## config.mk

```make
export PLATFORM = sky130hd
export DESIGN_NAME = vcw_top
export DESIGN_NICKNAME = d
export VERILOG_FILES = /design/src/rtl/vcw_pkg.sv /design/src/rtl/vcw_top.sv /design/src/rtl/vcw_axis_sel.sv
export SDC_FILE = /design/constraint.sdc
export NUM_CORES = 1
export LEC_CHECK = 0
export BUFFER_PORTS_ARGS = -buffer_cell sky130_fd_sc_hd__buf_2
export CAP_MARGIN = 20
export CORE_MARGIN = 2
export CORE_UTILIZATION = 65
export DETAILED_ROUTE_END_ITERATION = 7
export PLACE_DENSITY = 0.87
export SLEW_MARGIN = 40
export SYNTH_ARGS = -nofsm -noshare
export SYNTH_HDL_FRONTEND = slang
export SYNTH_HIERARCHICAL = 1
export SYNTH_SLANG_ARGS = --single-unit
export TNS_END_PERCENT = 50
```

## constraint.sdc

```tcl
create_clock -name clk -period 10.7 [get_ports clk]
set_input_delay 0.535 -clock clk [delete_from_list [all_inputs] [get_ports clk]]
set_output_delay 0.535 -clock clk [all_outputs]
set_load 0.01 [all_outputs]
```

## src/rtl/vcw_pkg.sv

```systemverilog
// Package with register map, field positions and reset values of the capture window control
// Behaviour
// - Software start captures fixed field/frame count, stops
// - Trigger start on selected external edge
// - Frame mode may start on odd or even
// - Pixel window start and count from line enable
// - Line window start and count from frame enable
// - Nested region of interest pixel and line ranges
// - ROI off forwards window, on forwards ROI
// - Horizontal decimation by one, two, four, eight
// - Vertical decimation by one, two, four, eight
// - Decimation and ROI work together
// - Trigger line drivable as static output level
// - Trigger line carries selected status event, polarity
// - Registers loaded from nonvolatile storage at power-up
`default_nettype none
package vcw_pkg;
   localparam logic [7:0] ADDR_CTRL = 8'h00;
   localparam logic [7:0] ADDR_EXTERNAL_TRIGGER_LINE = 8'h04;
   localparam logic [7:0] ADDR_COUNT = 8'h08;
   localparam logic [7:0] ADDR_WIN_PIX = 8'h0C;
   localparam logic [7:0] ADDR_WIN_LIN = 8'h10;
   localparam logic [7:0] ADDR_ROI_PIX = 8'h14;
   localparam logic [7:0] ADDR_ROI_LIN = 8'h18;
   localparam logic [7:0] ADDR_DECIM = 8'h1C;
   localparam logic [7:0] ADDR_STATUS = 8'h20;
   localparam logic [7:0] ADDR_NV_ADDR = 8'h24;
   localparam logic [7:0] ADDR_NV_DATA = 8'h28;
   // Control register fields
   localparam int CTRL_START = 0;
   localparam int CTRL_STOP = 1;
   localparam int CTRL_EXTERNAL_TRIGGER_LINE_EN = 2;
   localparam int CTRL_FRAME_MODE = 3;
   localparam int CTRL_FIELD_SEL_EN = 4;
   localparam int CTRL_FIELD_ODD = 5;
   localparam int CTRL_ROI_EN = 6;
   // Trigger register fields
   localparam int EXTERNAL_TRIGGER_LINE_EDGE_FALL = 0;
   localparam int EXTERNAL_TRIGGER_LINE_DRIVE_EN = 1;
   localparam int EXTERNAL_TRIGGER_LINE_LEVEL = 2;
   localparam int EXTERNAL_TRIGGER_LINE_EVENT_EN = 3;
   localparam int EXTERNAL_TRIGGER_LINE_INVERT = 4;
   localparam int EXTERNAL_TRIGGER_LINE_EVENT_LSB = 8;
   // Range packing: start in low half, count in high half
   localparam int RANGE_W = 12;
   localparam int HOR_DEC_LSB = 0;
   localparam int VER_DEC_LSB = 4;
   // Reset values used before the configuration load
   localparam logic [31:0] RST_CTRL = 32'h0000_0000;
   localparam logic [31:0] RST_EXTERNAL_TRIGGER_LINE = 32'h0000_0000;
   localparam logic [31:0] RST_COUNT = 32'h0000_0001;
   localparam logic [31:0] RST_RANGE = 32'h0FFF_0000;
   localparam logic [31:0] RST_DECIM = 32'h0000_0000;
   localparam int NV_WORDS = 8;
   localparam int NV_AW = 3;
   typedef enum logic [2:0] {VCW_LOAD, VCW_IDLE, VCW_ARMED, VCW_WAIT_FIELD, VCW_RUN}
      vcw_state_t;
endpackage
`default_nettype wire

```

## src/rtl/vcw_top.sv

```systemverilog
// Capture start control, acquisition window selection, trigger line and register slave
`default_nettype none
module vcw_top (
   input wire logic clk,
   input wire logic rst_b,
   input wire logic hsel,
   input wire logic [31:0] haddr,
   input wire logic [1:0] htrans,
   input wire logic hwrite,
   input wire logic [2:0] hsize,
   input wire logic [31:0] hwdata,
   input wire logic hready,
   output logic [31:0] hrdata,
   output logic hreadyout,
   output logic hresp,
   input wire logic nv_valid,
   input wire logic [31:0] nv_data,
   output logic nv_req,
   output logic [2:0] nv_addr,
   input wire logic pix_line_en,
   input wire logic pix_frame_en,
   input wire logic pix_field_odd,
   input wire logic [31:0] pix_data,
   output logic [31:0] out_data,
   output logic out_valid,
   output logic out_frame_end,
   input wire logic external_trigger_line_in,
   output logic external_trigger_line_out,
   output logic external_trigger_line_oe,
   output logic capture_busy
);
   logic [31:0] reg_ctrl;
   logic [31:0] reg_external_trigger_line;
   logic [31:0] reg_count;
   logic [31:0] reg_win_pix;
   logic [31:0] reg_win_lin;
   logic [31:0] reg_roi_pix;
   logic [31:0] reg_roi_lin;
   logic [31:0] reg_decim;
   logic [15:0] done_cnt;
   logic [2:0] nv_idx;
   logic external_trigger_line_q;
   logic line_q;
   logic frame_q;
   logic started;
   logic wr_pend;
   logic [7:0] wr_addr;
   logic rd_pend;
   logic [7:0] rd_addr;
   vcw_pkg::vcw_state_t state;
   vcw_pkg::vcw_state_t next_state;

   // Bus address phase decode
   wire addr_ph = hsel && hready && htrans[1];
   wire wr_now = wr_pend;
   wire external_trigger_line_rise = external_trigger_line_in && !external_trigger_line_q;
   wire external_trigger_line_fall = !external_trigger_line_in && external_trigger_line_q;
   wire external_trigger_line_edge = reg_external_trigger_line[vcw_pkg::EXTERNAL_TRIGGER_LINE_EDGE_FALL] ? external_trigger_line_fall : external_trigger_line_rise;
   wire line_start = pix_line_en && !line_q;
   wire frame_start = pix_frame_en && !frame_q;
   wire frame_end = !pix_frame_en && frame_q;
   wire sw_start = wr_now && wr_addr == vcw_pkg::ADDR_CTRL && hwdata[vcw_pkg::CTRL_START];
   wire sw_stop = wr_now && wr_addr == vcw_pkg::ADDR_CTRL && hwdata[vcw_pkg::CTRL_STOP];
   wire field_sel = reg_ctrl[vcw_pkg::CTRL_FRAME_MODE] && reg_ctrl[vcw_pkg::CTRL_FIELD_SEL_EN];
   wire field_ok = pix_field_odd == reg_ctrl[vcw_pkg::CTRL_FIELD_ODD];
   wire count_done = ({done_cnt, 16'h0000} >> 16) + 32'h1 >= reg_count;
   wire pix_keep;
   wire lin_keep;
   wire running = state == vcw_pkg::VCW_RUN;
   // Includes the frame start cycle so the first pixel of a capture is kept
   wire capture_on = next_state == vcw_pkg::VCW_RUN;
   wire [7:0] ev_sel = reg_external_trigger_line[vcw_pkg::EXTERNAL_TRIGGER_LINE_EVENT_LSB +: 8];
   wire ev_sig = ev_sel == 8'h00 ? running :
                 ev_sel == 8'h01 ? frame_start && running :
                 ev_sel == 8'h02 ? out_frame_end : line_start && running;
   wire external_trigger_line_lvl = reg_external_trigger_line[vcw_pkg::EXTERNAL_TRIGGER_LINE_EVENT_EN] ? ev_sig : reg_external_trigger_line[vcw_pkg::EXTERNAL_TRIGGER_LINE_LEVEL];

   vcw_axis_sel u_pix (
      .clk(clk),
      .rst_b(rst_b),
      .restart(line_start),
      .step(pix_line_en && !line_start),
      .win_range(reg_win_pix),
      .roi_range(reg_roi_pix),
      .roi_en(reg_ctrl[vcw_pkg::CTRL_ROI_EN]),
      .decim(reg_decim[vcw_pkg::HOR_DEC_LSB +: 2]),
      .keep(pix_keep)
   );
   vcw_axis_sel u_lin (
      .clk(clk),
      .rst_b(rst_b),
      .restart(frame_start),
      .step(line_start && !frame_start),
      .win_range(reg_win_lin),
      .roi_range(reg_roi_lin),
      .roi_en(reg_ctrl[vcw_pkg::CTRL_ROI_EN]),
      .decim(reg_decim[vcw_pkg::VER_DEC_LSB +: 2]),
      .keep(lin_keep)
   );

   // Start state machine
   always_comb begin
      next_state = state;
      case (state)
         vcw_pkg::VCW_LOAD: begin
            if (nv_valid && nv_idx == 3'h7) begin
               next_state = vcw_pkg::VCW_IDLE;
            end
         end
         vcw_pkg::VCW_IDLE: begin
            if (sw_start) begin
               next_state = vcw_pkg::VCW_ARMED;
            end
         end
         vcw_pkg::VCW_ARMED: begin
            if (sw_stop) begin
               next_state = vcw_pkg::VCW_IDLE;
            end else if (!reg_ctrl[vcw_pkg::CTRL_EXTERNAL_TRIGGER_LINE_EN] || external_trigger_line_edge) begin
               next_state = vcw_pkg::VCW_WAIT_FIELD;
            end
         end
         vcw_pkg::VCW_WAIT_FIELD: begin
            if (sw_stop) begin
               next_state = vcw_pkg::VCW_IDLE;
            end else if (frame_start && (!field_sel || field_ok)) begin
               next_state = vcw_pkg::VCW_RUN;
            end
         end
         vcw_pkg::VCW_RUN: begin
            if (sw_stop || (frame_end && count_done)) begin
               next_state = vcw_pkg::VCW_IDLE;
            end
         end
         default: begin
            next_state = vcw_pkg::VCW_IDLE;
         end
      endcase
   end

   always_ff @(posedge clk or negedge rst_b) begin
      if (!rst_b) begin
         state <= vcw_pkg::VCW_LOAD;
      end else begin
         state <= next_state;
      end
   end

   // Frame counting within an acquisition
   always_ff @(posedge clk or negedge rst_b) begin
      if (!rst_b) begin
         done_cnt <= 16'h0000;
      end else if (state != vcw_pkg::VCW_RUN) begin
         done_cnt <= 16'h0000;
      end else if (frame_end) begin
         done_cnt <= done_cnt + 16'h0001;
      end
   end

   always_ff @(posedge clk or negedge rst_b) begin
      if (!rst_b) begin
         external_trigger_line_q <= 1'b0;
         line_q <= 1'b0;
         frame_q <= 1'b0;
         started <= 1'b0;
      end else begin
         external_trigger_line_q <= external_trigger_line_in;
         line_q <= pix_line_en;
         frame_q <= pix_frame_en;
         started <= next_state == vcw_pkg::VCW_RUN;
      end
   end

   // Pixel output path
   always_ff @(posedge clk or negedge rst_b) begin
      if (!rst_b) begin
         out_data <= 32'h0000_0000;
         out_valid <= 1'b0;
         out_frame_end <= 1'b0;
      end else begin
         out_valid <= capture_on && pix_line_en && pix_frame_en && pix_keep && lin_keep;
         out_data <= pix_data;
         out_frame_end <= running && frame_end;
      end
   end

   // Trigger line drive
   always_ff @(posedge clk or negedge rst_b) begin
      if (!rst_b) begin
         external_trigger_line_out <= 1'b0;
         external_trigger_line_oe <= 1'b0;
      end else begin
         external_trigger_line_oe <= reg_external_trigger_line[vcw_pkg::EXTERNAL_TRIGGER_LINE_DRIVE_EN];
         external_trigger_line_out <= external_trigger_line_lvl ^ reg_external_trigger_line[vcw_pkg::EXTERNAL_TRIGGER_LINE_INVERT];
      end
   end

   // Configuration load from nonvolatile storage
   assign nv_req = state == vcw_pkg::VCW_LOAD;
   assign nv_addr = nv_idx;
   always_ff @(posedge clk or negedge rst_b) begin
      if (!rst_b) begin
         nv_idx <= 3'h0;
      end else if (nv_req && nv_valid) begin
         nv_idx <= nv_idx + 3'h1;
      end
   end

   // Bus data phase tracking
   always_ff @(posedge clk or negedge rst_b) begin
      if (!rst_b) begin
         wr_pend <= 1'b0;
         rd_pend <= 1'b0;
         wr_addr <= 8'h00;
         rd_addr <= 8'h00;
      end else begin
         wr_pend <= addr_ph && hwrite;
         rd_pend <= addr_ph && !hwrite;
         wr_addr <= addr_ph ? haddr[7:0] : wr_addr;
         rd_addr <= addr_ph ? haddr[7:0] : rd_addr;
      end
   end

   // Register writes: loader fills in order, then software owns them
   wire ld_wr = nv_req && nv_valid;
   function automatic logic hit(input logic [7:0] a, input logic [2:0] idx, input logic [7:0] off,
                                input logic [2:0] nvi);
      hit = ld_wr ? (idx == nvi) : (wr_pend && a == off);
   endfunction
   wire [31:0] wval = ld_wr ? nv_data : hwdata;
   always_ff @(posedge clk or negedge rst_b) begin
      if (!rst_b) begin
         reg_ctrl <= vcw_pkg::RST_CTRL;
         reg_external_trigger_line <= vcw_pkg::RST_EXTERNAL_TRIGGER_LINE;
         reg_count <= vcw_pkg::RST_COUNT;
         reg_win_pix <= vcw_pkg::RST_RANGE;
         reg_win_lin <= vcw_pkg::RST_RANGE;
         reg_roi_pix <= vcw_pkg::RST_RANGE;
         reg_roi_lin <= vcw_pkg::RST_RANGE;
         reg_decim <= vcw_pkg::RST_DECIM;
      end else begin
         if (hit(wr_addr, nv_idx, vcw_pkg::ADDR_CTRL, 3'h0)) reg_ctrl <= wval & 32'hFFFF_FFFC;
         if (hit(wr_addr, nv_idx, vcw_pkg::ADDR_EXTERNAL_TRIGGER_LINE, 3'h1)) reg_external_trigger_line <= wval;
         if (hit(wr_addr, nv_idx, vcw_pkg::ADDR_COUNT, 3'h2)) reg_count <= wval;
         if (hit(wr_addr, nv_idx, vcw_pkg::ADDR_WIN_PIX, 3'h3)) reg_win_pix <= wval;
         if (hit(wr_addr, nv_idx, vcw_pkg::ADDR_WIN_LIN, 3'h4)) reg_win_lin <= wval;
         if (hit(wr_addr, nv_idx, vcw_pkg::ADDR_ROI_PIX, 3'h5)) reg_roi_pix <= wval;
         if (hit(wr_addr, nv_idx, vcw_pkg::ADDR_ROI_LIN, 3'h6)) reg_roi_lin <= wval;
         if (hit(wr_addr, nv_idx, vcw_pkg::ADDR_DECIM, 3'h7)) reg_decim <= wval;
      end
   end

   // Read mux
   wire [31:0] status_word = {16'h0000, done_cnt[12:0], 3'(state)};
   wire [31:0] rd_mux =
      rd_addr == vcw_pkg::ADDR_CTRL ? reg_ctrl :
      rd_addr == vcw_pkg::ADDR_EXTERNAL_TRIGGER_LINE ? reg_external_trigger_line :
      rd_addr == vcw_pkg::ADDR_COUNT ? reg_count :
      rd_addr == vcw_pkg::ADDR_WIN_PIX ? reg_win_pix :
      rd_addr == vcw_pkg::ADDR_WIN_LIN ? reg_win_lin :
      rd_addr == vcw_pkg::ADDR_ROI_PIX ? reg_roi_pix :
      rd_addr == vcw_pkg::ADDR_ROI_LIN ? reg_roi_lin :
      rd_addr == vcw_pkg::ADDR_DECIM ? reg_decim :
      rd_addr == vcw_pkg::ADDR_STATUS ? status_word : 32'h0000_0000;
   assign hrdata = rd_pend ? rd_mux : 32'h0000_0000;
   assign hreadyout = 1'b1;
   assign hresp = 1'b0;
   assign capture_busy = started;
endmodule
`default_nettype wire

```

## src/rtl/vcw_axis_sel.sv

```systemverilog
// One axis of window, region of interest and decimation selection
`default_nettype none
module vcw_axis_sel (
   input wire logic clk,
   input wire logic rst_b,
   input wire logic restart,
   input wire logic step,
   input wire logic [31:0] win_range,
   input wire logic [31:0] roi_range,
   input wire logic roi_en,
   input wire logic [1:0] decim,
   output logic keep
);
   logic [11:0] pos;
   logic [11:0] next_pos;
   logic [11:0] win_pos;
   logic [11:0] rel;
   wire [11:0] w_start = win_range[11:0];
   wire [11:0] w_cnt = win_range[27:16];
   wire [11:0] r_start = roi_range[11:0];
   wire [11:0] r_cnt = roi_range[27:16];
   wire [12:0] w_end = {1'b0, w_start} + {1'b0, w_cnt};
   wire [12:0] r_end = {1'b0, r_start} + {1'b0, r_cnt};
   // Index of the current sample, so the sample at the enable edge is index 0
   assign next_pos = restart ? 12'h000 : (step && pos != 12'hFFF) ? pos + 12'h001 : pos;
   wire in_win = (next_pos >= w_start) && ({1'b0, next_pos} < w_end);
   assign win_pos = next_pos - w_start;
   wire in_roi = (win_pos >= r_start) && ({1'b0, win_pos} < r_end);
   wire in_sel = in_win && (!roi_en || in_roi);
   assign rel = roi_en ? (win_pos - r_start) : win_pos;
   wire [11:0] dmask = (12'h001 << decim) - 12'h001;
   wire dec_ok = (rel & dmask) == 12'h000;
   assign keep = in_sel && dec_ok;
   always_ff @(posedge clk or negedge rst_b) begin
      if (!rst_b) begin
         pos <= 12'h000;
      end else begin
         pos <= next_pos;
      end
   end
endmodule
`default_nettype wire

```

==> impl_metrics.ini, run 1 <==
[global_routing]
grt_overflow = 0
grtUsageMet1_pct = 48.7
grt_pass1_vias = 20000
grt_pass1_wl_um = 109000
grt_usage_pct = 39.7
grt_max_degree = 93
grt.busiest_layer = met2
antenna_found_initial = 3
grtUsageMet2_pct = 63.1
gr-usage-met3_pct = 8.78

[setup_path]
crit_top_cell = ha_1
path_cells = nand4_2, or4_1, and3_1, xnor2_1, nor2_1, ha_1, and3b_1, a311o_1, a21o_1, or3_1, a2111oi_2, nor3_1, ha_1, nand2_1, o21ai_0, maj3_2, nand3_2, o31ai_2, nor4_2, nand4_1, a211oi_1
cp-start-kind = register
slowest_delay_ps = 700
cp_max_fo = 6
worstPathRequired_ps = 11140
crit_slowest_cell = or4_1
cp.arrival_ps = 6850
worst-setup-path-type = reg2reg
end_kind = register

[clock_network]
root_buffer = clkbuf_16
h-tree-depth = 2
clock_path_buffers = 3
clkSinkCount = 350
cts_hold_buf = 0
postCtsResizedCells = 0
numCtsBuffers = 37
cts_setup_buffers = 0
cts_tree = yes
clock_latency_ps = 540
clkTransAtPathRegs_ps = 60

[synth]
yosysTopAreaCell = dfrtp_1
synthArstFlopShare_pct = 100
synth_mux_area_share_pct = 3.50
synth_compound_area_share_pct = 21.5
synth_area_leaders = dfrtp_1 (34%), ha_1 (9.3%), a21oi_1 (7.9%)
synth_xor_area_share_pct = 4.41
netlist_instances = 2385
synth_top_area_share_pct = 34.5
yosys_warnings = 6
synth_seq_cells = 350
syn_area_per_cell_um2 = 9.17
synth_nets = 2698
ys_seq_area_share_pct = 40.3
mappedNetlistArea_um2 = 21900
synth_top_family_by_area = compound AO/OA/AOI/OAI gates
synthFlopType = dfrtp_1
synth_edf_count = 0
synth-simple-area-share_pct = 15.4
synthDistinctLibCells = 111
synthAdderAreaFrac_pct = 10.3

[route]
wire_per_inst_um = 23.5
drtAntennaViolNets = 0
dr.first_iter.drc_count = 2553
drt_pre_antenna_iters = 8
viasPerCell = 6.71
vias = 20100
drc_errors = 0
wirelength_um = 70300

[place]
placedInstanceArea_um2 = 23200
place_congestion = 1.05
io_buffer_count = 187
dp_hpwl_um = 50300

[finish]
drive_above_1_share_pct = 17.1
register_area_um2 = 8820
final_net_count = 2834
multi_input_area_um2 = 12200
area_growth_pct = 12.2
fillers = 2303
final_cell_area_um2 = 24500
final_core_util_pct = 73.5

[die]
num_io_pins = 218
core-area_um2 = 33400
initial_core_util_pct = 65.5
num_rows = 67
dieArea_um2 = 35100
die_y_um = 187
die_w_um = 187

[pwr]
powerDensity_nw_per_um2 = 302
irDropWorstVdd_mv = 0.156
leakage_nw = 11.2

[timing]
setup_viol = 0
whs_ps = 19.7
slew_violations = 0
min_period_ps = 6410
period_share_pct = 59.9
max_freq_mhz = 156
hold_viol = 0
rsz0062_at_grt = no
tightest_slew_ps = 896
skew_ps = 12.7
fin_setup_tns_ps = 0
slew_headroom_pct = 39.1

[job]
maxCapViolations = 0

[outcome]
outcome = finished clean

[hold_path]
hp-class = in2async
[worst max-delay path: cells and delay by family (launching register included)]
kind / cells / cell delay, ps
adders and majority gates: 3 / 970
DFF: 1 / 430
AOI/OAI and AO/OA: 6 / 1540
xor gates and xnor gates: 1 / 130
and+or+nand+nor: 11 / 3250
[per-layer routing]
| layer | up-vias | routed length (µm) |
|---|---|---|
| li1 | 8829 | - |
| met1 | 9534 | 25200 |
| met2 | 1397 | 31800 |
| met3 | 362 | 7870 |
| met4 | 4 | 5370 |
| met5 | - | 30 |
[layout by cell type, fill, tap and decap left out, drive strengths merged, types with 44 or more instances in the layout]
master / n
nor2: 367
mux2i: 46
xnor2: 63
ha: 162
clkbuf: 57
a21oi: 345
buf: 218
inv: 118
o21ai: 76
dfstp: 49
nand3: 44
dfrtp: 301
nand2: 104
[cells in the mapped netlist, drive strengths merged (44+ instances only)]
library cell,count
mux2i,46
o21ai,76
clkbuf,82
nand2,104
nand3,44
xnor2,63
ha,162
nor2,367
dfrtp,301
dfstp,49
a21oi,345
inv,118
[per-stage QoR]
step           std cells  setup slack (ps)  power [mW]
3_5_place_dp        2930              4370        5.93
2_1_floorplan       2385              5440        4.91
5_1_grt             2997              3990        7.91
3_3_place_gp        2928              4490        5.70
6_report            2998              4290        7.42
4_1_cts             2997              4420        7.30
[logic make-up (layout without fill, tap and decap cells)]
| kind of cell | Yosys count | count (layout) |
|---|---|---|
| mux | 73 | 73 |
| flops | 350 | 350 |
| fa+ha+maj | 177 | 177 |
| other cells | 2 | 3 |
| buf+inv | 240 | 404 |
| compound gates | 723 | 723 |
| xor+xnor | 106 | 106 |
| simple gates | 714 | 714 |
[where the power goes]
part / internal (mW) / total (mW) / switching [mW] / leakage [nW]
sequential: 1.89 / 2.54 / 0.658 / 4.27
clock: 0.779 / 1.32 / 0.540 / 0.616
combinational: 1.56 / 3.56 / 2.00 / 6.26
[final cells by class]
type                            count  share of cell area (%)
Inverter                          119                    1.85
Clock buffer                       57                    4.62
Clock inverter                     10                   0.464
Antenna cell                        1                  0.0102
Multi-Input combinational cell   1795                    49.8
Timing Repair Buffer              218                    5.03
Tap cell                          448                    2.28
Sequential cell                   350                    36.0
[final timing paths]
| path | from | end | slack, ps | cells after the start |
|---|---|---|---|---|
| max in group asynchronous | rst_b | reg_roi_lin[24] | 9110 | 4 |
| setup / recovery | u_lin/pos[6] | out_valid | 4290 | 21 |
| hold reg to reg | reg_external_trigger_line[1] | external_trigger_line_oe | 430 | 0 |
| setup reg to reg | u_lin/pos[6] | out_valid | 4290 | 21 |
| hold / removal | rst_b | out_data[11] | 20 | 1 |
| min in group clk | pix_data[11] | out_data[11] | 100 | 1 |
[sequential cells by signal (all words and copies together), names as in the netlist, 3 cells and up]
| name | cells |
|---|---|
| reg_roi_lin | 32 |
| u_pix/pos | 12 |
| reg_ctrl | 30 |
| done_cnt | 16 |
| state | 3 |
| nv_addr | 3 |
| reg_win_pix | 32 |
| u_lin/pos | 12 |
| reg_roi_pix | 32 |
| reg_win_lin | 32 |
| rd_addr | 8 |
| reg_decim | 32 |
| reg_count | 32 |
| out_data | 32 |
| reg_external_trigger_line | 32 |
Note: power is estimated with default switching activity, not from simulation.
==> inputs of run 2 (changes only) <==
--- a/config.mk
+++ b/config.mk
@@ -5,12 +5,13 @@
 export SDC_FILE = /design/constraint.sdc
 export NUM_CORES = 1
 export LEC_CHECK = 0
+export ABC_AREA = 1
 export BUFFER_PORTS_ARGS = -buffer_cell sky130_fd_sc_hd__buf_2
 export CAP_MARGIN = 20
 export CORE_MARGIN = 2
-export CORE_UTILIZATION = 65
+export CORE_UTILIZATION = 60
 export DETAILED_ROUTE_END_ITERATION = 7
-export PLACE_DENSITY = 0.87
+export PLACE_DENSITY = 0.81
 export SLEW_MARGIN = 40
 export SYNTH_ARGS = -nofsm -noshare
 export SYNTH_HDL_FRONTEND = slang
==> constraint.sdc (replaced) <==
create_clock -name clk -period 6.2 [get_ports clk]
set_input_delay 0.31 -clock clk [delete_from_list [all_inputs] [get_ports clk]]
set_output_delay 0.31 -clock clk [all_outputs]
set_load 0.01 [all_outputs]
==> impl_metrics.ini, run 2 <==
[clock_network]
h-tree-depth = 2
postCtsResizedCells = 0
clock_latency_ps = 570
clkSinkCount = 350
cts_tree = yes
clock_path_buffers = 3
root_buffer = clkbuf_16
numCtsBuffers = 38
clkTransAtPathRegs_ps = 60

[pwr]
leakage_nw = 12.6
powerDensity_nw_per_um2 = 236
total_power_mw = 5.84
irDropWorstVdd_mv = 0.257

[route]
drc_errors = 0
vias = 21000
dr.first_iter.drc_count = 2380
drtAntennaViolNets = 0
drt_pre_antenna_iters = 8
wirelength_um = 72800
viasPerCell = 6.09
wire_per_inst_um = 21.1

[setup_path]
end_kind = register
rrSetupSlack_ps = 1150
worst-setup-path-type = in2reg
cp-start-kind = input pin
critical-path-top-delay-family = simple AND/OR/NAND/NOR gates
crit_slowest_cell = dlygate4sd3_1
path_buf_inv = 7
cp.arrival_ps = 5660
worstPathRequired_ps = 6700
cp_max_fo = 6
slowest_delay_ps = 530

[die]
initial_core_util_pct = 60.9
die_y_um = 194
dieArea_um2 = 37800
num_rows = 69
die_w_um = 194
num_io_pins = 218
core-area_um2 = 35700

[global_routing]
grt_pass1_vias = 20700
grt_pass1_wl_um = 113000
antenna_found_initial = 7
grt_overflow = 0
grt_max_degree = 164
grt_usage_pct = 38.7

[finish]
area_growth_pct = 14.1
final_common_cell = nand2_1
fin_cells = 3447
final_net_count = 3271
final_cell_area_um2 = 24800
fillers = 2828
final_cell_mix = nand2_1 (551), inv_1 (349), dfrtp_1 (300)
drive_above_1_share_pct = 13.3

[synth]
yosysTopAreaCell = dfrtp_1
synth_area_leaders = dfrtp_1 (35%), nand2_1 (9.5%), ha_1 (9.3%)
synth_nets = 3067
syn_area_per_cell_um2 = 7.89
synth_top_area_share_pct = 34.7
mappedNetlistArea_um2 = 21700
synthTopCellsByCount = nand2_1 (552), inv_1 (350), dfrtp_1 (301)
synth_edf_count = 0
netlist_instances = 2754
yosysMostFrequentCell = nand2_1
yosys_warnings = 6
synth_seq_cells = 350
synthFlopType = dfrtp_1
ys_seq_area_share_pct = 40.6
synthArstFlopShare_pct = 100
synthDistinctLibCells = 57

[timing]
rsz0062_at_grt = no
period_share_pct = 83.2
slew_violations = 0
hold_viol = 0
setup_viol = 0
tightest_slew_ps = 923
min_period_ps = 5160
skew_ps = 21.8
max_freq_mhz = 194
whs_ps = 5.71
fin_setup_tns_ps = 0
slew_headroom_pct = 38.5

[job]
maxCapViolations = 0

[outcome]
outcome = finished clean

[place]
placedInstanceArea_um2 = 23100
io_buffer_count = 187
post-place-cells = 3335
dp_hpwl_um = 51000
place_congestion = 0.976

[hold_path]
hp-class = in2reg
-- run 2: cell types whose count changed after synthesis, sizes merged, moves of 44 or more --
cell	before	now
nand2	104	574
clkbuf	82	37
a31oi	32	151
a21oi	345	172
mux2i	46	0
o21ai	76	216
inv	118	365
nand3	44	95
xnor2	63	19
nor2	367	294
-- run 2: kinds of logic after synthesis --
group,share of synthesized area (%)
other,0.0346
adders and majority gates,10.1
buffers and inverters,8.45
AOI/OAI and AO/OA,17.3
xor gates and xnor gates,2.78
and+or+nand+nor,20.8
DFF,40.6
-- run 2: worst paths after layout --
check	from	to	cells after the start
setup / recovery	pix_frame_en	out_valid	35
hold reg to reg	reg_external_trigger_line[1]	external_trigger_line_oe	0
hold / removal	haddr[5]	rd_addr[5]	3
min in group asynchronous	rst_b	u_pix/pos[2]	2
setup reg to reg	line_q	out_valid	31
max in group asynchronous	rst_b	reg_ctrl[30]	5
-- run 2: layout make-up --
cell class | instances | area (µm²) | share of cell area, %
repair buffers | 256 | 1660 | 6.71
multi-input cells | 1944 | 11100 | 44.8
diodes | 1 | 2.50 | 0.0101
well taps | 461 | 577 | 2.33
inverters | 368 | 1390 | 5.59
flip-flops and latches | 350 | 8820 | 35.6
clock buffers | 56 | 1070 | 4.31
clock inverters | 11 | 161 | 0.651
-- run 2: stage by stage --
stage	utilization, %	setup slack (ps)
floorplan	-	2110
global placement	64.5	1090
detailed placement	64.8	994
CTS	69.4	1020
global route	69.5	549
finish	69.5	1040
-- run 2: layer usage --
layer / global-route usage (%) / vias to the layer above / wire length [µm]
li1: - / 9595 / -
met1: 47.3 / 9888 / 27000
met2: 62.5 / 1213 / 33100
met3: 9.47 / 291 / 8000
met4: 23.2 / 10 / 4670
met5: 0 / - / 55
-- run 2: worst min-delay path, stage by stage --
cell	delay, ps
buf_2	80
nor2_1	40
a21oi_1	100
-- run 2: repair_timing --
| action | in CTS | in global routing |
|---|---|---|
| endpoints found under the hold margin | 119 | 0 |
| setup buffers | 0 | 0 |
| hold buffers | 42 | 0 |
-- run 2: power by group --
| part | leakage (nW) | internal, mW | switching [mW] |
|---|---|---|---|
| clock network | 0.599 | 1.36 | 0.952 |
| registers | 4.11 | 2.36 | 0.0815 |
| logic | 7.94 | 0.433 | 0.656 |
